**src/hdl/pcg_pkg.sv**
```systemverilog
// Package of constants for the peripheral clock gating block
package pcg_pkg;
    // Register byte addresses
    localparam logic [11:0] PCG_ADDR_GATE = 12'h000;
    localparam logic [11:0] PCG_ADDR_COMP = 12'h004;
    localparam logic [11:0] PCG_ADDR_MCU = 12'h008;
    localparam logic [11:0] PCG_ADDR_DIS_LO = 12'h00C;
    localparam logic [11:0] PCG_ADDR_DIS_HI = 12'h010;
    localparam logic [11:0] PCG_ADDR_STATUS = 12'h014;
    localparam logic [11:0] PCG_ADDR_SLEEP = 12'h018;
    // Gate register fields
    localparam int PCG_BIT_CONV = 0;
    localparam int PCG_BIT_USART = 1;
    localparam int PCG_BIT_SPI = 2;
    localparam int PCG_BIT_TIMER = 3;
    localparam logic [3:0] PCG_GATE_RESET = 4'h0;
    // Comparator control fields
    localparam int PCG_BIT_CMP_DIS = 0;
    localparam int PCG_BIT_CMP_REF = 1;
    localparam int PCG_BIT_CMP_MUX = 2;
    localparam logic [2:0] PCG_COMP_RESET = 3'h0;
    // MCU control field
    localparam int PCG_BIT_IF_DIS = 0;
    // Other resets
    localparam logic [7:0] PCG_DIS_RESET = 8'h00;
    // Reference start-up time and its cycle count
    localparam int PCG_CLK_MHZ = 100;
    localparam int PCG_REF_START_US = 70;
    localparam int PCG_REF_START_CYC = PCG_REF_START_US * PCG_CLK_MHZ;
    // Sleep modes
    typedef enum logic [2:0] {
        PCG_SLP_ACTIVE = 3'b000,
        PCG_SLP_IDLE = 3'b001,
        PCG_SLP_NOISE = 3'b010,
        PCG_SLP_DOWN = 3'b011,
        PCG_SLP_SAVE = 3'b100,
        PCG_SLP_STANDBY = 3'b101
    } pcg_sleep_type;
endpackage

```
**src/hdl/pcg_ref_timer.sv**
```systemverilog
// Start-up timer of the internal voltage reference
`timescale 1ns/1ps
module pcg_ref_timer
    import pcg_pkg::*;
#(
    parameter int START_CYC = PCG_REF_START_CYC
) (
    // Clock and reset
    input wire logic i_clk,
    input wire logic i_reset_n,
    // Reference demand
    input wire logic i_enable,
    // Ready
    output logic o_ready
);
    // A zero count would run the counter through its whole 32-bit range before leaving the counting branch
    if (START_CYC < 1) begin : g_bad_start
        $error("START_CYC must be at least 1");
    end
    typedef struct packed {
        logic [31:0] count;
        logic ready;
    } pcg_rt_type;
    pcg_rt_type state_reg;
    pcg_rt_type state_next;
    always_comb begin
        state_next = state_reg;
        if (!i_enable) begin
            state_next.count = 32'h00000000;
            state_next.ready = 1'b0;
        end else if (!state_reg.ready) begin
            // Kept on through sleep means no restart here
            if (state_reg.count == 32'(START_CYC - 1)) begin
                state_next.ready = 1'b1;
            end else begin
                state_next.count = state_reg.count + 32'h00000001;
            end
        end
    end
    always_ff @(posedge i_clk) begin
        if (!i_reset_n) begin
            state_reg <= '0;
        end else begin
            state_reg <= state_next;
        end
    end
    assign o_ready = state_reg.ready;
endmodule // pcg_ref_timer

```
**src/hdl/pcg_clock_enable.sv**
```systemverilog
// Per-peripheral clock enable with sleep-mode qualification
`timescale 1ns/1ps
module pcg_clock_enable
    import pcg_pkg::*;
(
    // Clock and reset
    input wire logic i_clk,
    input wire logic i_reset_n,
    // Controls
    input wire logic i_gate,
    input wire logic i_domain_run,
    // Enable
    output logic o_enable
);
    typedef struct packed {
        logic en;
    } pcg_ce_type;
    pcg_ce_type state_reg;
    pcg_ce_type state_next;
    always_comb begin
        state_next = state_reg;
        // Enable only, never a reset: the peripheral keeps its state
        state_next.en = i_domain_run && !i_gate;
    end
    always_ff @(posedge i_clk) begin
        if (!i_reset_n) begin
            state_reg.en <= 1'b1;
        end else begin
            state_reg <= state_next;
        end
    end
    assign o_enable = state_reg.en;
endmodule // pcg_clock_enable

```
**src/hdl/pcg_top.sv**
```systemverilog
// Peripheral clock gating and sleep power control, APB slave
`timescale 1ns/1ps
// Operation
// - Gate register bits 7..4 read zero
// - Timer gate bit stops wide timer
// - SPI gate bit stops SPI clock
// - USART gate bit stops USART clock
// - Converter gate stops ADC, blocks comparator mux
// - Gated peripheral frozen, registers unreachable
// - Ungating resumes peripheral in same state
// - Gating matters in active and idle, converter gate also in noise
// - ADC stays on in sleep; restart extended
// - Comparator off in deep sleep; reference kept
// - Reference on when detector, comparator, ADC
// - Kept reference valid; re-enable needs startup
// - Fused brown-out detector active in sleep
// - Enabled watchdog runs in all sleep
// - Input buffers off when io, adc stopped
// - Low disable register bit kills pin buffer; high disable register has no effect
// - Debug fuse keeps main clock in deep sleep while interface enabled
// - Disable bit or fuse turns interface off
// - TDO undriven while TAP not shifting
module pcg_top
    import pcg_pkg::*;
#(
    parameter int REF_START_CYC = PCG_REF_START_CYC
) (
    // Clock and reset
    input wire logic i_clk,
    input wire logic i_reset_n,
    // APB slave
    input wire logic i_psel,
    input wire logic i_penable,
    input wire logic i_pwrite,
    input wire logic [11:0] i_paddr,
    input wire logic [31:0] i_pwdata,
    output logic [31:0] o_prdata,
    output logic o_pready,
    output logic o_pslverr,
    // Fuses and peripheral status
    input wire logic [1:0] i_brownout_level_fuse,
    input wire logic i_debug_enable_fuse,
    input wire logic i_interface_enable_fuse,
    input wire logic i_adc_enable,
    input wire logic i_watchdog_enable,
    input wire logic [7:0] i_wake_pin_mask,
    // Test port
    input wire logic i_tap_shifting,
    input wire logic i_tdo_data,
    // Peripheral clock enables
    output logic o_timer_clk_en,
    output logic o_spi_clk_en,
    output logic o_usart_clk_en,
    output logic o_adc_clk_en,
    // Peripheral register access enables
    output logic [3:0] o_periph_access_en,
    // Analog controls
    output logic o_adc_extended_conv,
    output logic o_comparator_en,
    output logic o_comparator_mux_en,
    output logic o_reference_en,
    output logic o_reference_ready,
    output logic o_brownout_en,
    output logic o_watchdog_run,
    output logic [7:0] o_input_buffer_en,
    // Clock source and test port
    output logic o_main_clock_en,
    output logic o_interface_en,
    output logic o_tdo,
    output logic o_tdo_oe
);
    ////////////////////////////////////////////////////////////////////////
    function automatic logic deep_sleep(input logic [2:0] m);
        deep_sleep = (m == PCG_SLP_DOWN) || (m == PCG_SLP_SAVE) ||
                     (m == PCG_SLP_STANDBY);
    endfunction

    typedef struct packed {
        logic [3:0] gate;
        logic [2:0] comp;
        logic if_dis;
        logic [7:0] dis_lo;
        logic [7:0] dis_hi;
        logic [2:0] sleep;
        logic [31:0] prdata;
        logic pready;
        logic pslverr;
        logic adc_prev;
        logic adc_ext;
        logic cmp_en;
        logic cmp_mux;
        logic ref_en;
        logic bod_en;
        logic wdt_run;
        logic [7:0] ibuf;
        logic main_clk;
        logic if_en;
        logic tdo;
        logic tdo_oe;
    } pcg_state_type;

    pcg_state_type state_reg;
    pcg_state_type state_next;
    logic periph_run;
    logic [3:0] clk_en;
    logic ref_ready;
    logic ref_demand;

    ////////////////////////////////////////////////////////////////////////
    // Gating acts in active and idle, converter also in noise; deeper modes stop these clocks anyway
    assign periph_run = (state_reg.sleep == PCG_SLP_ACTIVE) ||
                        (state_reg.sleep == PCG_SLP_IDLE);

    pcg_clock_enable u_ce_conv (
        .i_clk(i_clk),
        .i_reset_n(i_reset_n),
        .i_gate(state_reg.gate[PCG_BIT_CONV]),
        .i_domain_run(periph_run || (state_reg.sleep == PCG_SLP_NOISE)),
        .o_enable(clk_en[PCG_BIT_CONV])
    );
    pcg_clock_enable u_ce_usart (
        .i_clk(i_clk),
        .i_reset_n(i_reset_n),
        .i_gate(state_reg.gate[PCG_BIT_USART]),
        .i_domain_run(periph_run),
        .o_enable(clk_en[PCG_BIT_USART])
    );
    pcg_clock_enable u_ce_spi (
        .i_clk(i_clk),
        .i_reset_n(i_reset_n),
        .i_gate(state_reg.gate[PCG_BIT_SPI]),
        .i_domain_run(periph_run),
        .o_enable(clk_en[PCG_BIT_SPI])
    );
    pcg_clock_enable u_ce_timer (
        .i_clk(i_clk),
        .i_reset_n(i_reset_n),
        .i_gate(state_reg.gate[PCG_BIT_TIMER]),
        .i_domain_run(periph_run),
        .o_enable(clk_en[PCG_BIT_TIMER])
    );

    assign ref_demand = state_next.ref_en;
    pcg_ref_timer #(
        .START_CYC(REF_START_CYC)
    ) u_ref (
        .i_clk(i_clk),
        .i_reset_n(i_reset_n),
        .i_enable(ref_demand),
        .o_ready(ref_ready)
    );

    ////////////////////////////////////////////////////////////////////////
    always_comb begin
        logic setup;
        logic access;
        logic deep;
        logic bod_on;
        logic cmp_on;
        setup = i_psel && !i_penable;
        access = i_psel && i_penable;
        deep = deep_sleep(state_reg.sleep);
        // Comparator drops in deep sleep; its reference demand does not
        cmp_on = !state_reg.comp[PCG_BIT_CMP_DIS] && !deep;
        bod_on = (i_brownout_level_fuse != 2'b11);
        state_next = state_reg;
        // Single-cycle access: pready answers in the first access cycle
        state_next.pready = setup;
        state_next.pslverr = 1'b0;
        if (setup && !i_pwrite) begin
            state_next.prdata = 32'h00000000;
            case (i_paddr)
                PCG_ADDR_GATE: state_next.prdata[3:0] = state_reg.gate;
                PCG_ADDR_COMP: state_next.prdata[2:0] = state_reg.comp;
                PCG_ADDR_MCU: state_next.prdata[0] = state_reg.if_dis;
                PCG_ADDR_DIS_LO: state_next.prdata[7:0] = state_reg.dis_lo;
                PCG_ADDR_DIS_HI: state_next.prdata[7:0] = state_reg.dis_hi;
                PCG_ADDR_STATUS: state_next.prdata[7:0] = {ref_ready, state_reg.ref_en,
                    state_reg.adc_ext, state_reg.cmp_en, clk_en};
                PCG_ADDR_SLEEP: state_next.prdata[2:0] = state_reg.sleep;
                default: state_next.pslverr = 1'b1;
            endcase
        end else if (setup) begin
            case (i_paddr)
                PCG_ADDR_GATE: state_next.gate = i_pwdata[3:0];
                PCG_ADDR_COMP: state_next.comp = i_pwdata[2:0];
                PCG_ADDR_MCU: state_next.if_dis = i_pwdata[PCG_BIT_IF_DIS];
                PCG_ADDR_DIS_LO: state_next.dis_lo = i_pwdata[7:0];
                PCG_ADDR_DIS_HI: state_next.dis_hi = i_pwdata[7:0];
                PCG_ADDR_SLEEP: begin
                    if (i_pwdata[2:0] <= PCG_SLP_STANDBY) begin
                        state_next.sleep = i_pwdata[2:0];
                    end else begin
                        state_next.pslverr = 1'b1;
                    end
                end
                default: state_next.pslverr = 1'b1;
            endcase
        end
        if (access) begin
            state_next.pready = 1'b0;
        end
        // ADC ignores sleep; an off-on cycle flags an extended conversion
        state_next.adc_prev = i_adc_enable;
        if (i_adc_enable && !state_reg.adc_prev) begin
            state_next.adc_ext = 1'b1;
        end
        state_next.cmp_en = cmp_on;
        state_next.cmp_mux = cmp_on && state_reg.comp[PCG_BIT_CMP_MUX] &&
            !state_reg.gate[PCG_BIT_CONV];
        state_next.bod_en = bod_on;
        state_next.ref_en = bod_on || i_adc_enable ||
            (!state_reg.comp[PCG_BIT_CMP_DIS] && state_reg.comp[PCG_BIT_CMP_REF]);
        state_next.wdt_run = i_watchdog_enable;
        // Buffers off when io and adc clocks both stop, except wake pins
        for (int i = 0; i < 8; i++) begin
            state_next.ibuf[i] = !state_reg.dis_lo[i] &&
                (!deep || i_wake_pin_mask[i]);
        end
        state_next.if_en = i_interface_enable_fuse && !state_reg.if_dis;
        state_next.main_clk = !deep || (state_reg.sleep == PCG_SLP_STANDBY) ||
            (i_debug_enable_fuse && state_next.if_en);
        state_next.tdo = i_tdo_data;
        state_next.tdo_oe = state_next.if_en && i_tap_shifting;
    end

    always_ff @(posedge i_clk) begin
        if (!i_reset_n) begin
            state_reg <= '0;
            state_reg.gate <= PCG_GATE_RESET;
            state_reg.main_clk <= 1'b1;
        end else begin
            state_reg <= state_next;
        end
    end

    ////////////////////////////////////////////////////////////////////////
    assign o_prdata = state_reg.prdata;
    assign o_pready = state_reg.pready;
    assign o_pslverr = state_reg.pslverr;
    assign o_timer_clk_en = clk_en[PCG_BIT_TIMER];
    assign o_spi_clk_en = clk_en[PCG_BIT_SPI];
    assign o_usart_clk_en = clk_en[PCG_BIT_USART];
    assign o_adc_clk_en = clk_en[PCG_BIT_CONV];
    // Same enable blocks register access, so a gated block is untouchable
    assign o_periph_access_en = clk_en;
    assign o_adc_extended_conv = state_reg.adc_ext;
    assign o_comparator_en = state_reg.cmp_en;
    assign o_comparator_mux_en = state_reg.cmp_mux;
    assign o_reference_en = state_reg.ref_en;
    assign o_reference_ready = ref_ready;
    assign o_brownout_en = state_reg.bod_en;
    assign o_watchdog_run = state_reg.wdt_run;
    assign o_input_buffer_en = state_reg.ibuf;
    assign o_main_clock_en = state_reg.main_clk;
    assign o_interface_en = state_reg.if_en;
    assign o_tdo = state_reg.tdo;
    assign o_tdo_oe = state_reg.tdo_oe;
endmodule // pcg_top

```
**config.mk**
```make
export PLATFORM = sky130hd
export DESIGN_NAME = pcg_top
export DESIGN_NICKNAME = d
export VERILOG_FILES = /design/src/hdl/pcg_pkg.sv /design/src/hdl/pcg_ref_timer.sv /design/src/hdl/pcg_clock_enable.sv /design/src/hdl/pcg_top.sv
export SDC_FILE = /design/constraint.sdc
export NUM_CORES = 1
export LEC_CHECK = 0
export BUFFER_PORTS_ARGS = -buffer_cell sky130_fd_sc_hd__buf_2
export CORE_MARGIN = 2
export CORE_UTILIZATION = 40
export DETAILED_ROUTE_END_ITERATION = 12
export GPL_ROUTABILITY_DRIVEN = 0
export PLACE_DENSITY = 0.62
export SLEW_MARGIN = 15
export SYNTH_ARGS = -nofsm -noshare
export SYNTH_HDL_FRONTEND = slang
export SYNTH_HIERARCHICAL = 1
export SYNTH_SLANG_ARGS = --single-unit
```
**constraint.sdc**
```tcl
create_clock -name i_clk -period 2.2 [get_ports i_clk]
set_input_delay 0.44 -clock i_clk [delete_from_list [all_inputs] [get_ports i_clk]]
set_output_delay 0.44 -clock i_clk [all_outputs]
set_load 0.005 [all_outputs]
```
==> metrics.yaml <==
run_status:
  outcome: "completed"
grt:
  grt_pass1_wl_microns: 17900
  grt_max_degree: 22
  grt_antenna_before_repair: 0
  grt_pass1_vias: 3618
  gr-total-overflow: 0
  grtUsageTotal_pct: 17.8
finish:
  largest_register_ffs: 32
  multiInputGateArea_sq_um: 2350
  final_nets: 659
  ff_latch_area_sq_um: 1860
  synthToLayoutAreaGrowth_pct: 14.1
  mostFrequentLayoutCell: "dfxtp_1"
  drive_gt1_share_pct: 23.3
  layout_common_cells: "dfxtp_1, buf_2, nand2_1"
  antenna_cells: 0
  fillers: 1108
yosys:
  synth_top_cell_area_share_pct: 40.3
  ys_warn_count: 6
  synth_async_sr_flop_share_pct: 0
  syn_inst: 531
  synth-edff-count: 0
  avgSynthCellArea_sq_um: 8.71
  synth_area_leader_cell: "dfxtp_1"
  ys_seq_area_share_pct: 40.3
  synth.cell_area_sq_um: 4620
  synthFlopType: "dfxtp_1"
  ys_top_cells_by_area: "dfxtp_1, buf_4, mux2i_1, a21oi_1, nand2_1"
  yosys.cell_types.count: 62
  synth-seq-cells: 93
route:
  wl_per_cell_microns: 14.8
  route.vias.total: 3891
  routed_via_density: 5.27
  met2WireLength_microns: 5130
  drcViolationCount: 0
  routed_wl_microns: 11000
  drtIter0Drc: 250
  top_layer: "met4"
  ant_nets: 0
  m1WireLength_microns: 5150
  first_pass_iters: 4
  route.met3.wl_microns: 546
critical_path:
  slowest_stage: "or4_1"
  cp_common_cell: "or4_1"
  crit_required_ps: 2470
  rrSetupSlack_ps: 140
  crit_chain: "ha_1 -> nand2_1 -> or4_1 -> buf_4 -> or4_1 -> a21oi_1"
  cp.arrival_ps: 2330
  critPathMaxFanout: 16
  reg2reg_from: "u_ref/state_reg[2]"
  r2r-end: "u_ref/state_reg[19]"
  max_stage_delay_ps: 470
  reg2reg_depth: 6
  worstSetupStartpointType: "register"
  end_kind: "register"
  critPathKind: "register to register"
clock_tree:
  clk_latency_ps: 350
  cts_buffer_depth: 2
  cts_inserted_buffers: 9
  clock-sinks: 93
  cts_root_buffer: "clkbuf_16"
  path_clk_slew_ps: 60
  cts_tree: "built"
  htree_levels: 3
timing:
  finClkSkew_ps: 10.2
  rsz0062_at_grt: "false"
  setup_viol: 0
  fin_crit_sh_pct: 93.5
  fin_crit_ps: 2060
  fmax_mhz: 486
  drv_slew: 0
  hold_viol_final: 0
  finalSetupTns_ps: 0
  hold_slack_ps: 289
flow_run:
  maxCapViolCount: 0
die:
  dieHeight_microns: 112
  die_x_microns: 112
  ioPinCount: 126
  initial_core_util_pct: 40.7
  core_area_sq_um: 11400
  design.die.area_sq_um: 12400
  std_cell_rows: 39
pwr:
  ir_worst_vdd_mv: 1.01
  p_total_mw: 3.62
  p_leak_nw: 2.17
  power_density_nw_per_um2: 687
hold_path:
  worst_hold_path.endpoint: "o_brownout_en"
  hold-path-cell-count: 2
  min_path_type: "input port to register"
  min_from: "i_brownout_level_fuse[0]"
place:
  dpl.hpwl_microns: 8140
  port_buffers: 77
==> cell type report <==
type / instances / area share, %
multi-input cells: 382 / 44.6
flip-flops and latches: 93 / 35.3
inverters: 10 / 0.711
well taps: 143 / 3.39
clock inverters: 4 / 1.38
clock buffers: 11 / 4.60
repair buffers: 96 / 10.0
==> stage by stage <==
stage / worst slack (ps) / utilization (%) / std cells / instance area, sq um
detailed placement: 49.7 / 43.6 / 724 / 4960
global placement: 113 / 43.6 / 724 / 4960
finish: 144 / 46.4 / 739 / 5280
global route: 12.8 / 46.4 / 739 / 5280
floorplan: 239 / - / 554 / 4710
CTS: 37.9 / 46.4 / 739 / 5280
==> cell usage after synthesis, types with 7 or more instances <==
master and instances:
nor3_1 16, a21oi_1 37, o21ai_0 25, and2_1 7, nand3_1 26, nor2_1 35
mux2i_1 21, nor3b_1 7, inv_1 9, dfxtp_1 93, nand4_1 11, buf_4 45
nand2_1 47, and3_1 7, clkbuf_1 14, xnor2_1 15, or4_1 14, o31ai_1 7
==> how the worst max path moves through the flow <==
stage,start,end,slack [ps],depth (start not counted)
floorplan,u_ref/state_reg[3],u_ref/state_reg[1],240,7
global placement,u_ref/state_reg[3],u_ref/state_reg[20],110,5
detailed placement,u_ref/state_reg[3],u_ref/state_reg[22],50,5
CTS,u_ref/state_reg[3],u_ref/state_reg[22],40,5
global route,u_ref/state_reg[2],u_ref/state_reg[19],10,6
finish,u_ref/state_reg[2],u_ref/state_reg[19],140,6
==> repair_timing <==
action,in CTS,in global routing
endpoints found under the setup margin,0,7
resized for setup,0,2
hold buffers,0,0
buffers inserted,0,0
==> layer usage <==
| layer | up-vias | GRT usage, % |
|---|---|---|
| met5 | - | 0 |
| met4 | 0 | 5.68 |
| met3 | 10 | 3.81 |
| met2 | 86 | 28.1 |
| met1 | 1840 | 24.3 |
| li1 | 1955 | - |
==> critical path, delay by kind of cell (launching register included) <==
family / cells / cell delay [ps]
buf+inv: 1 / 210
simple gates: 3 / 930
flops: 1 / 430
compound gates: 1 / 170
fa+ha+maj: 1 / 250
==> cell families after synthesis <==
| family | Yosys count | synth area share, % |
|---|---|---|
| adders and majority gates | 2 | 0.541 |
| and+or+nand+nor | 221 | 27.5 |
| DFF | 93 | 40.3 |
| muxes | 27 | 6.01 |
| AOI/OAI and AO/OA | 91 | 11.7 |
| xor gates and xnor gates | 17 | 3.22 |
| buffers and inverters | 79 | 10.7 |
| other | 1 | 0.0811 |
==> power by group <==
group          internal (mW)  switching, mW
logic                 0.0939          0.139
registers               1.71         0.0172
clock network           1.02          0.642
total                   2.83          0.799
No activity file was read; power rests on OpenSTA's default activity.
